## src/design/sx_pkg.sv

```systemverilog
// constants and field layouts of the shift/subtract/return/trap executor
// assumes a single 200 MHz processor clock and an outside decoder
//
// Functional notes
// - 3-bit selector picks Z C V N RA RE RX_BYTE_WAITING_FLAG TX_QUEUE_FULL_FLAG
// - return pops stacked address into program counter
// - return irq operand: keep, restore, set, clear
// - return restore operand reloads flags and banks
// - rotate right 0-7, lsb wraps, copied to carry
// - left shift 0-7, zero fill, carry last out
// - right shift 0-7, zero fill, carry last out
// - borrow subtract: src minus acc minus carry
// - accumulator subtract: src minus acc, all flags
// - immediate subtract on R0-R15, all flags
// - immediate xor on R0-R15, only N Z
// - accumulator xor to reg or memory, N Z
// - bank selection picks the active accumulator
// - trap pushes pc, irq enable, flags, banks
// - trap jumps to base concatenated with two zero bits and vector
// - trap clear operand 1 clears irq enable
// - trap vector ranges 0 to 63
// - hardware interrupts share fixed trap vectors
package sx_pkg;
   localparam int DATA_W = 8;
   localparam int PC_W = 16;
   localparam int VEC_W = 6;
   localparam int DST_W = 5;
   // operation codes
   localparam logic [3:0] OP_NOP = 4'h0;
   localparam logic [3:0] OP_GO_BACK = 4'h1;
   localparam logic [3:0] OP_ROT = 4'h2;
   localparam logic [3:0] OP_SHL = 4'h3;
   localparam logic [3:0] OP_SHR = 4'h4;
   localparam logic [3:0] OP_MINUS_BORROW = 4'h5;
   localparam logic [3:0] OP_MINUS_ACC = 4'h6;
   localparam logic [3:0] OP_SUB_IMM = 4'h7;
   localparam logic [3:0] OP_XOR_IMM = 4'h8;
   localparam logic [3:0] OP_XOR_ACC = 4'h9;
   localparam logic [3:0] OP_TRAP = 4'ha;
   // flag bit positions in the condition register
   localparam int FLG_Z = 0;
   localparam int FLG_C = 1;
   localparam int FLG_V = 2;
   localparam int FLG_N = 3;
   // return irq operand codes
   localparam logic [1:0] IRQ_KEEP = 2'h0;
   localparam logic [1:0] IRQ_RESTORE = 2'h1;
   localparam logic [1:0] IRQ_SET = 2'h2;
   localparam logic [1:0] IRQ_CLEAR = 2'h3;
   // shifter kinds
   localparam logic [1:0] SH_ROT = 2'h0;
   localparam logic [1:0] SH_LEFT = 2'h1;
   localparam logic [1:0] SH_RIGHT = 2'h2;
   // hardware interrupt vectors
   localparam logic [5:0] VEC_NMI = 6'h1c;
   localparam logic [5:0] VEC_RX = 6'h04;
   localparam logic [5:0] VEC_TX_EMPTY = 6'h08;
   localparam logic [5:0] VEC_TURNAROUND = 6'h0c;
   localparam logic [5:0] VEC_HOST_BUS = 6'h10;
   localparam logic [5:0] VEC_TIMER = 6'h14;
   // internal address stack
   localparam int STK_DEPTH = 12;
   localparam int STK_PTR_W = 4;
   localparam logic [STK_PTR_W-1:0] STK_LAST = 4'hb;
   // reset values
   localparam logic [PC_W-1:0] PC_RST = 16'h0000;
   localparam logic [3:0] FLAGS_RST = 4'h0;
   localparam logic [1:0] BANK_RST = 2'h0;
   localparam logic IRQ_EN_RST = 1'b0;
   typedef struct packed {
      logic [PC_W-1:0] pc;
      logic irq_en;
      logic [3:0] flags;
      logic [1:0] bank;
   } sx_frame_type;
endpackage : sx_pkg

```

## src/design/sx_shifter.sv

```systemverilog
// barrel shifter for rotate, left shift and right shift
// assumes amount 0..7; zero amount leaves carry alone
`timescale 1ns/10ps
module sx_shifter
   import sx_pkg::*;
(
   input wire logic [DATA_W-1:0] i_value,
   input wire logic [2:0] i_amount,
   input wire logic [1:0] i_kind,
   input wire logic i_carry,
   output logic [DATA_W-1:0] o_result,
   output logic o_carry
);
   logic [2*DATA_W-1:0] wide;
   always_comb begin
      wide = '0;
      o_result = i_value;
      o_carry = i_carry;
      case (i_kind)
         SH_ROT: begin
            wide = {i_value, i_value} >> i_amount;
            o_result = wide[DATA_W-1:0];
            if (i_amount != 3'h0) begin
               o_carry = wide[DATA_W-1];
            end
         end
         SH_LEFT: begin
            wide = {8'h00, i_value} << i_amount;
            o_result = wide[DATA_W-1:0];
            if (i_amount != 3'h0) begin
               o_carry = wide[DATA_W];
            end
         end
         SH_RIGHT: begin
            wide = {i_value, 8'h00} >> i_amount;
            o_result = wide[2*DATA_W-1:DATA_W];
            if (i_amount != 3'h0) begin
               o_carry = wide[DATA_W-1];
            end
         end
         default: begin
            o_result = i_value;
         end
      endcase
   end
endmodule : sx_shifter

```

## src/design/sx_subxor.sv

```systemverilog
// subtract-with-borrow and exclusive-or datapath with flag results
// assumes flags ordered per the package bit positions
`timescale 1ns/10ps
module sx_subxor
   import sx_pkg::*;
(
   input wire logic [DATA_W-1:0] i_a,
   input wire logic [DATA_W-1:0] i_b,
   input wire logic i_borrow_in,
   input wire logic i_xor,
   output logic [DATA_W-1:0] o_result,
   output logic [3:0] o_flags
);
   logic [DATA_W:0] diff;
   always_comb begin
      diff = {1'b0, i_a} - {1'b0, i_b} - {8'h00, i_borrow_in};
      o_flags = '0;
      if (i_xor) begin
         o_result = i_a ^ i_b;
      end else begin
         o_result = diff[DATA_W-1:0];
         o_flags[FLG_C] = diff[DATA_W];
         o_flags[FLG_V] = (i_a[7] != i_b[7]) && (o_result[7] != i_a[7]);
      end
      o_flags[FLG_Z] = (o_result == 8'h00);
      o_flags[FLG_N] = o_result[7];
   end
endmodule : sx_subxor

```

## src/design/sx_exec.sv

```systemverilog
// executor for return, rotate, shifts, subtracts, xors and trap
// assumes an outside decoder presents one instruction per i_valid pulse,
// the register file supplies operands and takes o_result on o_wr_reg/o_wr_mem
`timescale 1ns/10ps
module sx_exec
   import sx_pkg::*;
(
   input wire logic i_clk,
   input wire logic i_resetn,
   input wire logic i_valid,
   input wire logic [3:0] i_op,
   input wire logic [2:0] i_flag_sel,
   input wire logic [1:0] i_irq_op,
   input wire logic i_restore,
   input wire logic i_trap_clear,
   input wire logic [VEC_W-1:0] i_vector,
   input wire logic [2:0] i_amount,
   input wire logic [DATA_W-1:0] i_src,
   input wire logic [DATA_W-1:0] i_imm,
   input wire logic [DST_W-1:0] i_dst_idx,
   input wire logic i_dst_mem,
   input wire logic [DATA_W-1:0] i_acc_main,
   input wire logic [DATA_W-1:0] i_acc_alt,
   input wire logic [DATA_W-1:0] i_vector_base,
   input wire logic i_bank_wr,
   input wire logic [1:0] i_bank_val,
   input wire logic i_rx_active,
   input wire logic i_rx_fault,
   input wire logic i_rx_byte_waiting,
   input wire logic i_tx_queue_full,
   output logic [DATA_W-1:0] o_result,
   output logic [DST_W-1:0] o_dst_idx,
   output logic o_wr_reg,
   output logic o_wr_mem,
   output logic [3:0] o_flags,
   output logic o_master_irq_enable,
   output logic [1:0] o_bank_sel,
   output logic [PC_W-1:0] o_pc,
   output logic o_flag_test,
   output logic [STK_PTR_W-1:0] o_stack_ptr
);
   // --------------------------------------------------------------
   // helpers
   // --------------------------------------------------------------
   function automatic logic [STK_PTR_W-1:0] ptr_inc(input logic [STK_PTR_W-1:0] p);
      ptr_inc = (p == STK_LAST) ? '0 : p + 4'h1;
   endfunction : ptr_inc

   function automatic logic [STK_PTR_W-1:0] ptr_dec(input logic [STK_PTR_W-1:0] p);
      ptr_dec = (p == '0) ? STK_LAST : p - 4'h1;
   endfunction : ptr_dec

   // --------------------------------------------------------------
   // transceiver status synchroniser
   // --------------------------------------------------------------
   logic [3:0] sync1_reg;
   logic [3:0] sync1_next;
   logic [3:0] sync2_reg;
   logic [3:0] sync2_next;

   always_comb begin
      sync1_next = {i_tx_queue_full, i_rx_byte_waiting, i_rx_fault, i_rx_active};
      sync2_next = sync1_reg;
   end

   always_ff @(posedge i_clk or negedge i_resetn) begin
      if (!i_resetn) begin
         sync1_reg <= 4'h0;
         sync2_reg <= 4'h0;
      end else begin
         sync1_reg <= sync1_next;
         sync2_reg <= sync2_next;
      end
   end

   // --------------------------------------------------------------
   // datapath
   // --------------------------------------------------------------
   logic [3:0] flags_reg;
   logic [3:0] flags_next;
   logic irq_en_reg;
   logic irq_en_next;
   logic [1:0] bank_reg;
   logic [1:0] bank_next;
   logic [PC_W-1:0] pc_reg;
   logic [PC_W-1:0] pc_next;
   logic [STK_PTR_W-1:0] sp_reg;
   logic [STK_PTR_W-1:0] sp_next;
   sx_frame_type stack_reg [STK_DEPTH];
   sx_frame_type push_frame;
   sx_frame_type top_frame;
   logic push_en;

   logic [DATA_W-1:0] active_acc;
   logic [DATA_W-1:0] alu_a;
   logic [DATA_W-1:0] alu_b;
   logic alu_borrow;
   logic alu_xor;
   logic [DATA_W-1:0] alu_result;
   logic [3:0] alu_flags;
   logic [1:0] sh_kind;
   logic [DATA_W-1:0] sh_result;
   logic sh_carry;

   assign active_acc = bank_reg[0] ? i_acc_alt : i_acc_main;
   assign top_frame = stack_reg[ptr_dec(sp_reg)];

   always_comb begin
      alu_a = i_src;
      alu_b = active_acc;
      alu_borrow = 1'b0;
      alu_xor = 1'b0;
      sh_kind = SH_ROT;
      case (i_op)
         OP_MINUS_BORROW: begin
            alu_borrow = flags_reg[FLG_C];
         end
         OP_SUB_IMM: begin
            alu_b = i_imm;
         end
         OP_XOR_IMM: begin
            alu_b = i_imm;
            alu_xor = 1'b1;
         end
         OP_XOR_ACC: begin
            alu_xor = 1'b1;
         end
         OP_SHL: begin
            sh_kind = SH_LEFT;
         end
         OP_SHR: begin
            sh_kind = SH_RIGHT;
         end
         default: begin
            alu_borrow = 1'b0;
         end
      endcase
   end

   sx_subxor u_subxor (
      .i_a(alu_a),
      .i_b(alu_b),
      .i_borrow_in(alu_borrow),
      .i_xor(alu_xor),
      .o_result(alu_result),
      .o_flags(alu_flags)
   );

   sx_shifter u_shifter (
      .i_value(i_src),
      .i_amount(i_amount),
      .i_kind(sh_kind),
      .i_carry(flags_reg[FLG_C]),
      .o_result(sh_result),
      .o_carry(sh_carry)
   );

   // --------------------------------------------------------------
   // execution state
   // --------------------------------------------------------------
   logic [DATA_W-1:0] result_reg;
   logic [DATA_W-1:0] result_next;
   logic [DST_W-1:0] dst_reg;
   logic [DST_W-1:0] dst_next;
   logic wr_reg_reg;
   logic wr_reg_next;
   logic wr_mem_reg;
   logic wr_mem_next;
   logic test_reg;
   logic test_next;
   logic [7:0] test_src;

   always_comb begin
      test_src = {sync2_reg, flags_reg[FLG_N], flags_reg[FLG_V], flags_reg[FLG_C], flags_reg[FLG_Z]};
      test_next = test_src[i_flag_sel];
      flags_next = flags_reg;
      irq_en_next = irq_en_reg;
      bank_next = bank_reg;
      pc_next = pc_reg;
      sp_next = sp_reg;
      push_en = 1'b0;
      push_frame = '{pc: pc_reg + 16'h0001, irq_en: irq_en_reg, flags: flags_reg, bank: bank_reg};
      result_next = result_reg;
      dst_next = dst_reg;
      wr_reg_next = 1'b0;
      wr_mem_next = 1'b0;
      if (i_bank_wr) begin
         bank_next = i_bank_val;
      end
      if (i_valid) begin
         pc_next = pc_reg + 16'h0001;
         dst_next = i_dst_idx;
         case (i_op)
            OP_GO_BACK: begin
               pc_next = top_frame.pc;
               sp_next = ptr_dec(sp_reg);
               case (i_irq_op)
                  IRQ_RESTORE: irq_en_next = top_frame.irq_en;
                  IRQ_SET: irq_en_next = 1'b1;
                  IRQ_CLEAR: irq_en_next = 1'b0;
                  default: irq_en_next = irq_en_reg;
               endcase
               if (i_restore) begin
                  flags_next = top_frame.flags;
                  bank_next = top_frame.bank;
               end
            end
            OP_ROT, OP_SHL, OP_SHR: begin
               result_next = sh_result;
               wr_reg_next = 1'b1;
               flags_next[FLG_C] = sh_carry;
               flags_next[FLG_Z] = (sh_result == 8'h00);
               flags_next[FLG_N] = sh_result[7];
            end
            OP_MINUS_BORROW, OP_MINUS_ACC: begin
               result_next = alu_result;
               wr_reg_next = !i_dst_mem;
               wr_mem_next = i_dst_mem;
               flags_next = alu_flags;
            end
            OP_SUB_IMM: begin
               result_next = alu_result;
               dst_next = {1'b0, i_dst_idx[3:0]};
               wr_reg_next = 1'b1;
               flags_next = alu_flags;
            end
            OP_XOR_IMM: begin
               result_next = alu_result;
               dst_next = {1'b0, i_dst_idx[3:0]};
               wr_reg_next = 1'b1;
               flags_next[FLG_Z] = alu_flags[FLG_Z];
               flags_next[FLG_N] = alu_flags[FLG_N];
            end
            OP_XOR_ACC: begin
               result_next = alu_result;
               wr_reg_next = !i_dst_mem;
               wr_mem_next = i_dst_mem;
               flags_next[FLG_Z] = alu_flags[FLG_Z];
               flags_next[FLG_N] = alu_flags[FLG_N];
            end
            OP_TRAP: begin
               push_en = 1'b1;
               sp_next = ptr_inc(sp_reg);
               pc_next = {i_vector_base, 2'b00, i_vector};
               if (i_trap_clear) begin
                  irq_en_next = 1'b0;
               end
            end
            default: begin
               pc_next = pc_reg + 16'h0001;
            end
         endcase
      end
   end

   always_ff @(posedge i_clk or negedge i_resetn) begin
      if (!i_resetn) begin
         flags_reg <= FLAGS_RST;
         irq_en_reg <= IRQ_EN_RST;
         bank_reg <= BANK_RST;
         pc_reg <= PC_RST;
         sp_reg <= '0;
         result_reg <= 8'h00;
         dst_reg <= '0;
         wr_reg_reg <= 1'b0;
         wr_mem_reg <= 1'b0;
         test_reg <= 1'b0;
      end else begin
         flags_reg <= flags_next;
         irq_en_reg <= irq_en_next;
         bank_reg <= bank_next;
         pc_reg <= pc_next;
         sp_reg <= sp_next;
         result_reg <= result_next;
         dst_reg <= dst_next;
         wr_reg_reg <= wr_reg_next;
         wr_mem_reg <= wr_mem_next;
         test_reg <= test_next;
      end
   end

   // --------------------------------------------------------------
   // internal address stack
   // --------------------------------------------------------------
   sx_frame_type stack_next [STK_DEPTH];

   always_comb begin
      for (int k = 0; k < STK_DEPTH; k++) begin
         stack_next[k] = stack_reg[k];
      end
      if (push_en) begin
         stack_next[sp_reg] = push_frame;
      end
   end

   always_ff @(posedge i_clk or negedge i_resetn) begin
      if (!i_resetn) begin
         for (int k = 0; k < STK_DEPTH; k++) begin
            stack_reg[k] <= '0;
         end
      end else begin
         for (int k = 0; k < STK_DEPTH; k++) begin
            stack_reg[k] <= stack_next[k];
         end
      end
   end

   // --------------------------------------------------------------
   // outputs
   // --------------------------------------------------------------
   assign o_result = result_reg;
   assign o_dst_idx = dst_reg;
   assign o_wr_reg = wr_reg_reg;
   assign o_wr_mem = wr_mem_reg;
   assign o_flags = flags_reg;
   assign o_master_irq_enable = irq_en_reg;
   assign o_bank_sel = bank_reg;
   assign o_pc = pc_reg;
   assign o_flag_test = test_reg;
   assign o_stack_ptr = sp_reg;
endmodule : sx_exec

```

## config.mk

```make
export PLATFORM = sky130hd
export DESIGN_NAME = sx_exec
export DESIGN_NICKNAME = d
export VERILOG_FILES = /design/src/design/sx_pkg.sv /design/src/design/sx_shifter.sv /design/src/design/sx_subxor.sv /design/src/design/sx_exec.sv
export SDC_FILE = /design/constraint.sdc
export NUM_CORES = 1
export LEC_CHECK = 0
export BUFFER_PORTS_ARGS = -buffer_cell sky130_fd_sc_hd__buf_2
export CORE_MARGIN = 4
export CORE_UTILIZATION = 55
export CTS_CLUSTER_SIZE = 28
export DETAILED_ROUTE_END_ITERATION = 8
export PLACE_DENSITY = 0.74
export SETUP_SLACK_MARGIN = 0.05
export SLEW_MARGIN = 20
export SYNTH_ARGS = -nofsm -noshare
export SYNTH_HDL_FRONTEND = slang
export SYNTH_SLANG_ARGS = --single-unit
```

## constraint.sdc

```tcl
create_clock -name i_clk -period 4.5 [get_ports i_clk]
set_input_delay 0.9 -clock i_clk [delete_from_list [all_inputs] [get_ports i_clk]]
set_output_delay 0.9 -clock i_clk [all_outputs]
set_load 0.01 [all_outputs]
```

==> qor.csv, run 1 <==
metric;value;unit
status;finished clean;
synth_cells;1527;
cp-end-kind;flop;
crit_fanout;5;
cts_tree;done;
slew_violations;0;
antenna_left;0;
largest_reg_flops;276;
setup_tns;0;ns
ys_seq_elements;327;
setup_violations;0;
critPathRequiredTime;4.90;ns
worst_pin_slew;1.12;ns
peakVddDrop;0.000467;V
place_congestion;0.937;
synth-edff-count;0;
ys_seq_area_frac;0.492;
clk-insertion-delay-late;0.53;ns
numCtsBuffers;35;
numClockSinks;327;
slowest_delay;0.57;ns
yosysWarningCount;0;
core;0.0297;mm^2
period_share;0.874;
rows;63;
p_leak;8.65;nW
dieArea;0.0331;mm^2
clock_path_buffers;3;
grt_max_degree;86;
grt_overflow;0;
hold_viol_final;0;
skew;0.0190;ns
synth_nets;1630;
die_w;182;um
fin_crit;3.93;ns
firstDrtPassIters;5;
cts-htree-levels;2;
cts_resized;0;
routed_wl;43700;um
clk_root_buffer_cell;clkbuf_16;
holdCritPathClass;flop to flop;
nets;1695;
cp_cell_sequence;buf_2, or4b_4, a21oi_1, nor2_1, fa_1, fa_1, a21bo_2, a211oi_1, a31oi_1, xnor2_1, nor2_1, a221o_1, mux2_2;
rsz0062_at_grt;false;
worstSetupPathType;input pin to flop;
relSlewSlack;0.245;
cp_slowest_cell;or4b_4;
cellPowerDensity;544;mW/mm^2
grt.total_usage;0.265;
synth_ff_type;dfrtp_1;
area_growth;12.7;%
grt_pass1_wl;69900;um
layout-drive-gt1-share;0.263;
final_util;0.631;
hold_buffers;0;
cts.clk_slew.worst_paths;0.06;ns
maxCapViolations;0;
cp-start-kind;input pin;
grt_pass1_vias;12449;
clock.fmax;254;MHz
vias_per_cell;6.22;
critPathArrivalTime;4.33;ns
antenna_found_initial;2;
die_h;182;um
initial_core_util;0.560;
crit_buf_inv;1;
numPortBuffers;118;
netlist-cell-type-count;65;
post_cts_buffers;0;
syn-mean-instance-area;10.9;um^2
num_vias;12480;
drt-initial-drc-count;1307;
drc;0;
ios;119;
synth_area;0.0166;mm^2
synthArstFlopShare;1.00;
path_delay_family;compound AO/OA/AOI/OAI gates;
dp_hpwl;28200;um
wl_per_cell;21.7;um
[layout by cell type, fill, tap and decap left out, types with 6 or more instances in the layout]
cell type | Yosys | routed
nor2b_1 | 9 | 9
o21ai_0 | 235 | 234
dfrtp_1 | 327 | 327
mux2i_1 | 34 | 34
a31oi_1 | 10 | 10
buf_2 | 13 | 117
clkbuf_16 | 0 | 35
a21oi_1 | 44 | 44
o211ai_1 | 10 | 10
inv_1 | 33 | 33
nor2_1 | 58 | 58
clkinv_2 | 0 | 9
a211oi_1 | 9 | 9
xor2_1 | 9 | 9
buf_4 | 11 | 41
and3_1 | 12 | 12
nand3_1 | 21 | 21
nor3_1 | 13 | 13
clkbuf_8 | 0 | 7
nand2_1 | 246 | 246
xnor2_1 | 12 | 10
or3_1 | 6 | 6
a22oi_1 | 8 | 8
o22ai_1 | 9 | 9
ha_1 | 25 | 23
mux2_2 | 108 | 108
mux4_2 | 82 | 82
[synth_stat cells (3+ instances only)]
library cell,number,share of area
a21oi_1,44,0.013
ha_1,25,0.019
nor3_1,13,0.0039
o311a_1,3,0.0018
mux2_2,108,0.073
nor2_1,58,0.013
a31oi_1,10,0.0038
mux2i_1,34,0.020
xnor2_1,12,0.0063
o22ai_1,9,0.0034
a211oi_1,9,0.0041
a221o_1,4,0.0024
nor2b_1,9,0.0034
a22oi_1,8,0.0036
mux4_2,82,0.11
and3_1,12,0.0045
nand2_1,246,0.055
buf_4,11,0.0050
o211ai_1,10,0.0045
clkbuf_1,106,0.024
nand3_1,21,0.0063
o31ai_1,3,0.0014
buf_2,13,0.0039
nand2b_1,3,0.0011
a221oi_1,5,0.0026
or3_1,6,0.0023
dfrtp_1,327,0.49
xor2_1,9,0.0047
and2_1,6,0.0023
inv_1,33,0.0074
o21ai_0,235,0.071
a211o_1,4,0.0021
[path summary, 6_finish.rpt]
path                                       end  slack [ns]           from  cells after the start
worst min register to register    sync2_reg[3]        0.35   sync1_reg[3]                      0
worst max-delay path                o_flags[1]        0.57        i_op[0]                     13
min in group asynchronous       stack_reg[273]        0.37       i_resetn                      1
worst min-delay path              sync2_reg[3]        0.35   sync1_reg[3]                      0
max in group asynchronous        stack_reg[50]        3.12       i_resetn                      2
worst max register to register      o_flags[1]        0.94  o_bank_sel[0]                     12
[report_power, final]
part / internal [mW] / leakage, nW / switching (mW)
sequential: 3.46 / 4.41 / 0.412
combinational: 1.47 / 3.65 / 1.94
clock: 1.73 / 0.587 / 1.19
total: 6.66 / 8.65 / 3.54
[per-layer routing]
layer  wire length (um)  vias to the layer above  share of wire  GRT usage
li1                   -                     5598              -          -
met1              18400                     6282           0.42      0.385
met2              20600                      512           0.47      0.424
met3               3740                       86          0.086     0.0417
met4                949                        2          0.022     0.0660
met5                 13                        -        0.00030          0
[through the flow]
step           instances  hold slack [ns]  power [mW]  cell area (um^2)  setup WS, ns
3_5_place_dp        1945            0.339        7.28             17600         0.111
6_report            2008            0.354        10.2             18800         0.568
3_3_place_gp        1945            0.334        7.20             17600         0.113
2_1_floorplan       1527            0.331        6.23             16700         0.155
5_1_grt             2008            0.357        10.7             18800         0.270
4_1_cts             2007            0.355        10.2             18700         0.609
[kinds of logic (layout without fill, tap and decap cells)]
group           Yosys count  in the layout  share of synthesized area
simple gates            389            389                     0.0997
xor+xnor                 21             21                     0.0110
compound gates          371            371                      0.129
buf+inv                 167            257                     0.0421
flops                   327            327                      0.492
fa+ha+maj                27             27                     0.0212
mux                     225            225                      0.206
other cells               0              1                          0
[layout make-up]
| cell class | count | area, um^2 |
|---|---|---|
| Multi-Input combinational cell | 1033 | 7830 |
| Inverter | 33 | 124 |
| Sequential cell | 327 | 8180 |
| Antenna cell | 1 | 2.50 |
| Clock buffer | 46 | 987 |
| Timing Repair Buffer | 162 | 968 |
| Fill cell | 2276 | 11000 |
| Tap cell | 390 | 488 |
| Clock inverter | 16 | 181 |
(Power assumes the default switching activity.)
==> inputs of run 2 (changes only) <==
- CORE_UTILIZATION: 55 -> 61
- PLACE_DENSITY: 0.74 -> 0.81
==> run 2 against run 1 <==
  * Worst setup slack got worse by 0.035 ns
  * Final cell count is 2.7% lower
  * Clock power down 1%
  * Hold slack worse by 0.0073 ns
  * Critical path depth did not move
  * Sequential share of layout area is 0.14 points higher
  * Clock-buffer cell count is the same
  * Critical endpoint unchanged
  * Largest cell class unchanged
  * Largest power group unchanged
==> qor.csv, run 2 (synthesis results as in run 1) <==
metric;value;unit;change
critPathArrivalTime;4.36;ns;+0.03 ns
clock.fmax;252;MHz;-0.88%
crit_buf_inv;1;;unchanged
post_cts_buffers;0;;unchanged
multi_input_area;0.00785;mm^2;+0.32%
comb_power_share;0.343;;+0.009
setup_violations;0;;unchanged
die_w;173;um;-4.8%
antenna_found_initial;4;;+2
core;0.0269;mm^2;-9.6%
cp-end-kind;flop;;
fillers;1875;;-18%
worstSetupPathType;input pin to flop;;
cts.clk_slew.worst_paths;0.06;ns;about the same
intPower;6.67;mW;+0.22%
drc;0;;unchanged
seq_power_share;0.379;;about the same
initial_core_util;0.619;;+0.0592
cellPowerDensity;552;mW/mm^2;+1.6%
cp_cell_sequence;buf_2, or4b_4, a21oi_1, nor2_1, fa_1, fa_1, a21bo_2, a211oi_1, a31oi_1, xnor2_1, nor2_1, a221o_1, mux2_2;;
grt_pass1_wl;73800;um;+5.6%
drt-initial-drc-count;1450;;+11%
firstDrtPassIters;6;;+1
maxCapViolations;0;;unchanged
rrSetupSlack;0.87;ns;-0.07 ns
swShare;0.354;;+0.00675
clk-insertion-delay-late;0.52;ns;about the same
area.sequential;0.00818;mm^2;unchanged
antenna_left;0;;unchanged
cp_slowest_cell;or4b_4;;
final_common_cell;dfrtp_1;;
grt.total_usage;0.309;;+0.0442
final_area;0.0187;mm^2;-0.33%
path_delay_family;compound AO/OA/AOI/OAI gates;;
nets;1691;;-0.24%
die_h;173;um;-4.8%
hold_buffers;0;;unchanged
skew;0.0202;ns;+0.00114 ns
num_vias;12994;;+4.1%
fin_crit;3.97;ns;+0.0348 ns
place_congestion;0.894;;-4.6%
numClockSinks;327;;unchanged
ios;119;;unchanged
dieArea;0.0300;mm^2;-9.4%
grt_pass1_vias;13374;;+7.4%
numPortBuffers;118;;unchanged
rows;60;;-4.8%
slowest_delay;0.56;ns;about the same
crit_fanout;5;;unchanged
p_clk_frac;0.278;;-0.009
layout-drive-gt1-share;0.261;;-0.00134
peakVddDrop;0.000533;V;+14%
critPathRequiredTime;4.90;ns;about the same
final_cell_mix;dfrtp_1, nand2_1, o21ai_0;;
numCtsBuffers;34;;-2.9%
cp-start-kind;input pin;;
routed_wl;46200;um;+5.8%
period_share;0.881;;+0.00774
vias_per_cell;6.65;;+7.1%
cts-htree-levels;2;;unchanged
switchingPower;3.66;mW;+3.2%
grt_max_degree;104;;+21%
setup_tns;0;ns;unchanged
slew_violations;0;;unchanged
cts_tree;done;;
worst_pin_slew;1.15;ns;+0.0227 ns
place_area;0.0175;mm^2;-0.32%
relSlewSlack;0.230;;-0.0152
holdCritPathClass;flop to flop;;
area_growth;12.3;%;
hold_viol_final;0;;unchanged
clock_path_buffers;3;;unchanged
cts_resized;0;;unchanged
status;finished clean;;
rsz0062_at_grt;false;;
clk_root_buffer_cell;clkbuf_16;;
p_leak;8.63;nW;-0.18%
wl_per_cell;23.6;um;+8.8%
largest_reg_flops;276;;unchanged
grt_overflow;0;;unchanged
dp_hpwl;29200;um;+3.5%
## run 2: stage by stage
| step | setup WS (ns) | total power, mW | hold slack, ns | cells | utilization |
|---|---|---|---|---|---|
| 2_1_floorplan | 0.155 | 6.23 | 0.331 | 1527 | - |
| 3_3_place_gp | 0.144 | 7.24 | 0.334 | 1893 | 0.652 |
| 3_5_place_dp | 0.0434 | 7.38 | 0.336 | 1893 | 0.652 |
| 4_1_cts | 0.553 | 10.3 | 0.350 | 1951 | 0.694 |
| 5_1_grt | 0.267 | 10.8 | 0.358 | 1952 | 0.696 |
| 6_report | 0.534 | 10.3 | 0.346 | 1953 | 0.696 |
## run 2: routing by layer
| metal | wire [um] | vias up | part of all wire | GRT usage |
|---|---|---|---|---|
| met5 | 31 | - | 0.00067 | 0 |
| met4 | 1620 | 4 | 0.035 | 0.124 |
| met3 | 4000 | 132 | 0.087 | 0.0697 |
| met2 | 22200 | 699 | 0.48 | 0.502 |
| met1 | 18300 | 6562 | 0.40 | 0.409 |
| li1 | - | 5597 | - | - |
## run 2: worst reg2reg max path, stage by stage, from the launching register on
cell	delay, ns
dfrtp_1	0.37
mux2i_1	0.36
and3_1	0.24
nor2_1	0.07
fa_1	0.45
fa_1	0.45
a21bo_2	0.24
a211oi_1	0.36
a31oi_1	0.19
xnor2_1	0.19
nor2_1	0.06
a221o_1	0.27
mux2_2	0.26
## run 2: power groups by stage
stage,registers [mW],logic (mW),clock network (mW)
2_1_floorplan,3.79,2.44,0
3_3_place_gp,3.88,3.36,0
3_5_place_dp,3.93,3.45,0
4_1_cts,3.89,3.49,2.90
5_1_grt,3.97,3.80,3.02
6_report,3.92,3.54,2.88
## run 2: worst paths after layout
check,startpoint,end,depth (start not counted)
setup / recovery,i_op[0],o_flags[1],13
max in group asynchronous,i_resetn,sync1_reg[2],2
min in group asynchronous,i_resetn,stack_reg[86],1
setup reg to reg,o_bank_sel[0],o_flags[1],12
hold reg to reg,sync1_reg[2],sync2_reg[2],0
hold / removal,sync1_reg[2],sync2_reg[2],0
## run 2: final cells by class
class	count	share of cell area
well taps	341	0.0228
clock inverters	12	0.00863
clock buffers	46	0.0523
inverters	33	0.00662
multi-input cells	1033	0.420
diodes	2	0.000268
flip-flops and latches	327	0.438
repair buffers	159	0.0519
==> inputs of run 3 (changes only) <==
- CELL_PAD_IN_SITES_DETAIL_PLACEMENT: not set -> 0
- CELL_PAD_IN_SITES_GLOBAL_PLACEMENT: not set -> 1
- CORE_UTILIZATION: 61 -> 49
- PLACE_DENSITY: 0.81 -> not set
- PLACE_DENSITY_LB_ADDON: not set -> 0.1
==> run 3 against run 2 <==
  * Critical path depth did not move
  * Sequential share of layout area shrank 0.51 points
  * Clock-buffer cell count grew 11
  * Global-route usage shrank 6.2 points
  * Wire length is 2.5% lower
  * Critical endpoint unchanged
  * Largest cell class unchanged
==> qor.csv, run 3 (synthesis results as in run 1) <==
metric;value;unit;change
fillers;2911;;+55%
grt_max_degree;104;;unchanged
slowest_delay;0.58;ns;+0.02 ns
area_growth;13.7;%;
numPortBuffers;118;;unchanged
clock_path_buffers;3;;unchanged
nets;1703;;+0.71%
setup_tns;0;ns;unchanged
p_leak;8.68;nW;+0.53%
fin_crit;3.97;ns;-0.000608 ns
skew;0.00989;ns;-0.0103 ns
critPathRequiredTime;4.90;ns;about the same
path_delay_family;compound AO/OA/AOI/OAI gates;;
num_vias;12013;;-7.5%
grt_pass1_vias;11992;;-10%
initial_core_util;0.496;;-0.123
relSlewSlack;0.269;;+0.0389
crit_buf_inv;1;;unchanged
holdCritPathClass;flop to flop;;
dp_hpwl;30000;um;+2.8%
multi_input_area;0.00784;mm^2;-0.19%
place_area;0.0177;mm^2;+1.2%
worstHoldStart;sync1_reg[2];;
cp_cell_sequence;buf_2, or4b_4, a21oi_1, nor2_1, fa_1, fa_1, a21bo_2, a211oi_1, a31oi_1, xnor2_1, nor2_1, a221o_1, mux2_2;;
firstDrtPassIters;5;;-1
hold_buffers;0;;unchanged
worstSetupPathType;input pin to flop;;
grt_pass1_wl;71000;um;-3.9%
maxCapViolations;0;;unchanged
final_cell_mix;dfrtp_1, nand2_1, o21ai_0;;
largest_reg_flops;276;;unchanged
startpoint;i_op[0];;
cts_resized;0;;unchanged
final_common_cell;dfrtp_1;;
hold_viol_final;0;;unchanged
drt-initial-drc-count;842;;-42%
antenna_found_initial;0;;-4
period_share;0.881;;about the same
fin_worst_hold_slack;0.346;ns;-0.000738 ns
r2r_start;o_bank_sel[0];;
grt_overflow;0;;unchanged
rows;67;;+12%
place_congestion;0.867;;-3.0%
die_w;192;um;+11%
post_cts_buffers;0;;unchanged
cts-htree-levels;2;;unchanged
numCtsBuffers;37;;+8.8%
status;finished clean;;
core;0.0335;mm^2;+25%
cp_slowest_cell;or4b_4;;
rsz0062_at_grt;false;;
slew_violations;0;;unchanged
grt.total_usage;0.247;;-0.0617
area.sequential;0.00818;mm^2;unchanged
layout-drive-gt1-share;0.265;;+0.00312
cp-start-kind;input pin;;
dieArea;0.0370;mm^2;+23%
numClockSinks;327;;unchanged
critPathArrivalTime;4.36;ns;about the same
cts.clk_slew.worst_paths;0.06;ns;about the same
ios;119;;unchanged
cp-end-kind;flop;;
antenna_left;0;;unchanged
cts_tree;done;;
final_util;0.564;;-0.132
die_h;192;um;+11%
drc;0;;unchanged
clk_root_buffer_cell;clkbuf_16;;
wl_per_cell;21.7;um;-8.2%
worst_pin_slew;1.09;ns;-0.0579 ns
final_area;0.0189;mm^2;+1.2%
vias_per_cell;5.79;;-13%
setup_violations;0;;unchanged
cellPowerDensity;545;mW/mm^2;-1.4%
clk-insertion-delay-late;0.52;ns;about the same
crit_fanout;5;;unchanged
clock.fmax;252;MHz;about the same
routed_wl;45000;um;-2.5%
peakVddDrop;0.000339;V;-36%
-- run 3: cell types whose count changed in the layout (fill, tap and decap cells not counted), moves of 2 or more --
cell,before,now
buf_4,36,46
clkbuf_1,5,10
xnor2_2,5,2
bufinv_16,3,1
xnor2_1,7,10
clkbuf_16,35,38
clkbuf_8,6,9
-- run 3: worst reg2reg max path: stages (launching register included) --
cell	delay (ns)
dfrtp_1	0.39
mux2i_1	0.33
and3_1	0.24
nor2_1	0.06
fa_1	0.44
fa_1	0.44
a21bo_2	0.24
a211oi_1	0.37
a31oi_1	0.18
xnor2_1	0.17
nor2_1	0.05
a221o_1	0.27
mux2_2	0.26
-- run 3: worst paths after layout --
check                           slack (ns)  cells after the start            end
max in group asynchronous             3.11                      2  stack_reg[74]
min in group asynchronous             0.40                      1       o_pc[11]
worst min register to register        0.35                      0   sync2_reg[2]
worst min-delay path                  0.35                      0   sync2_reg[2]
worst max-delay path                  0.53                     13     o_flags[1]
worst max register to register        0.95                     12     o_flags[1]
-- run 3: per-layer routing --
metal,global-route usage,up-vias,share of wire
met2,0.377,338,0.45
met3,0.0405,53,0.055
li1,-,5625,-
met1,0.379,5997,0.48
met4,0.0499,0,0.018
met5,0,-,0
-- run 3: per-stage QoR --
stage / std cells / total power, mW / setup WS, ns
2_1_floorplan: 1527 / 6.23 / 0.155
3_3_place_gp: 2009 / 7.36 / 0.0855
3_5_place_dp: 2009 / 7.43 / 0.0521
4_1_cts: 2073 / 10.4 / 0.591
5_1_grt: 2073 / 10.9 / 0.411
6_report: 2074 / 10.3 / 0.534
-- run 3: final cells by class --
type                       instances  share of cell area
multi-input combinational       1033               0.414
antenna                            1            0.000132
sequential                       327               0.432
clock buffer                      57              0.0588
inverter                          33             0.00655
timing repair buffer             168              0.0542
clock inverter                     7             0.00397
tap                              448              0.0296
-- run 3: report_power, final --
group / switching, mW / internal (mW)
clock network: 1.18 / 1.76
logic: 2.02 / 1.51
registers: 0.381 / 3.46
total: 3.58 / 6.73
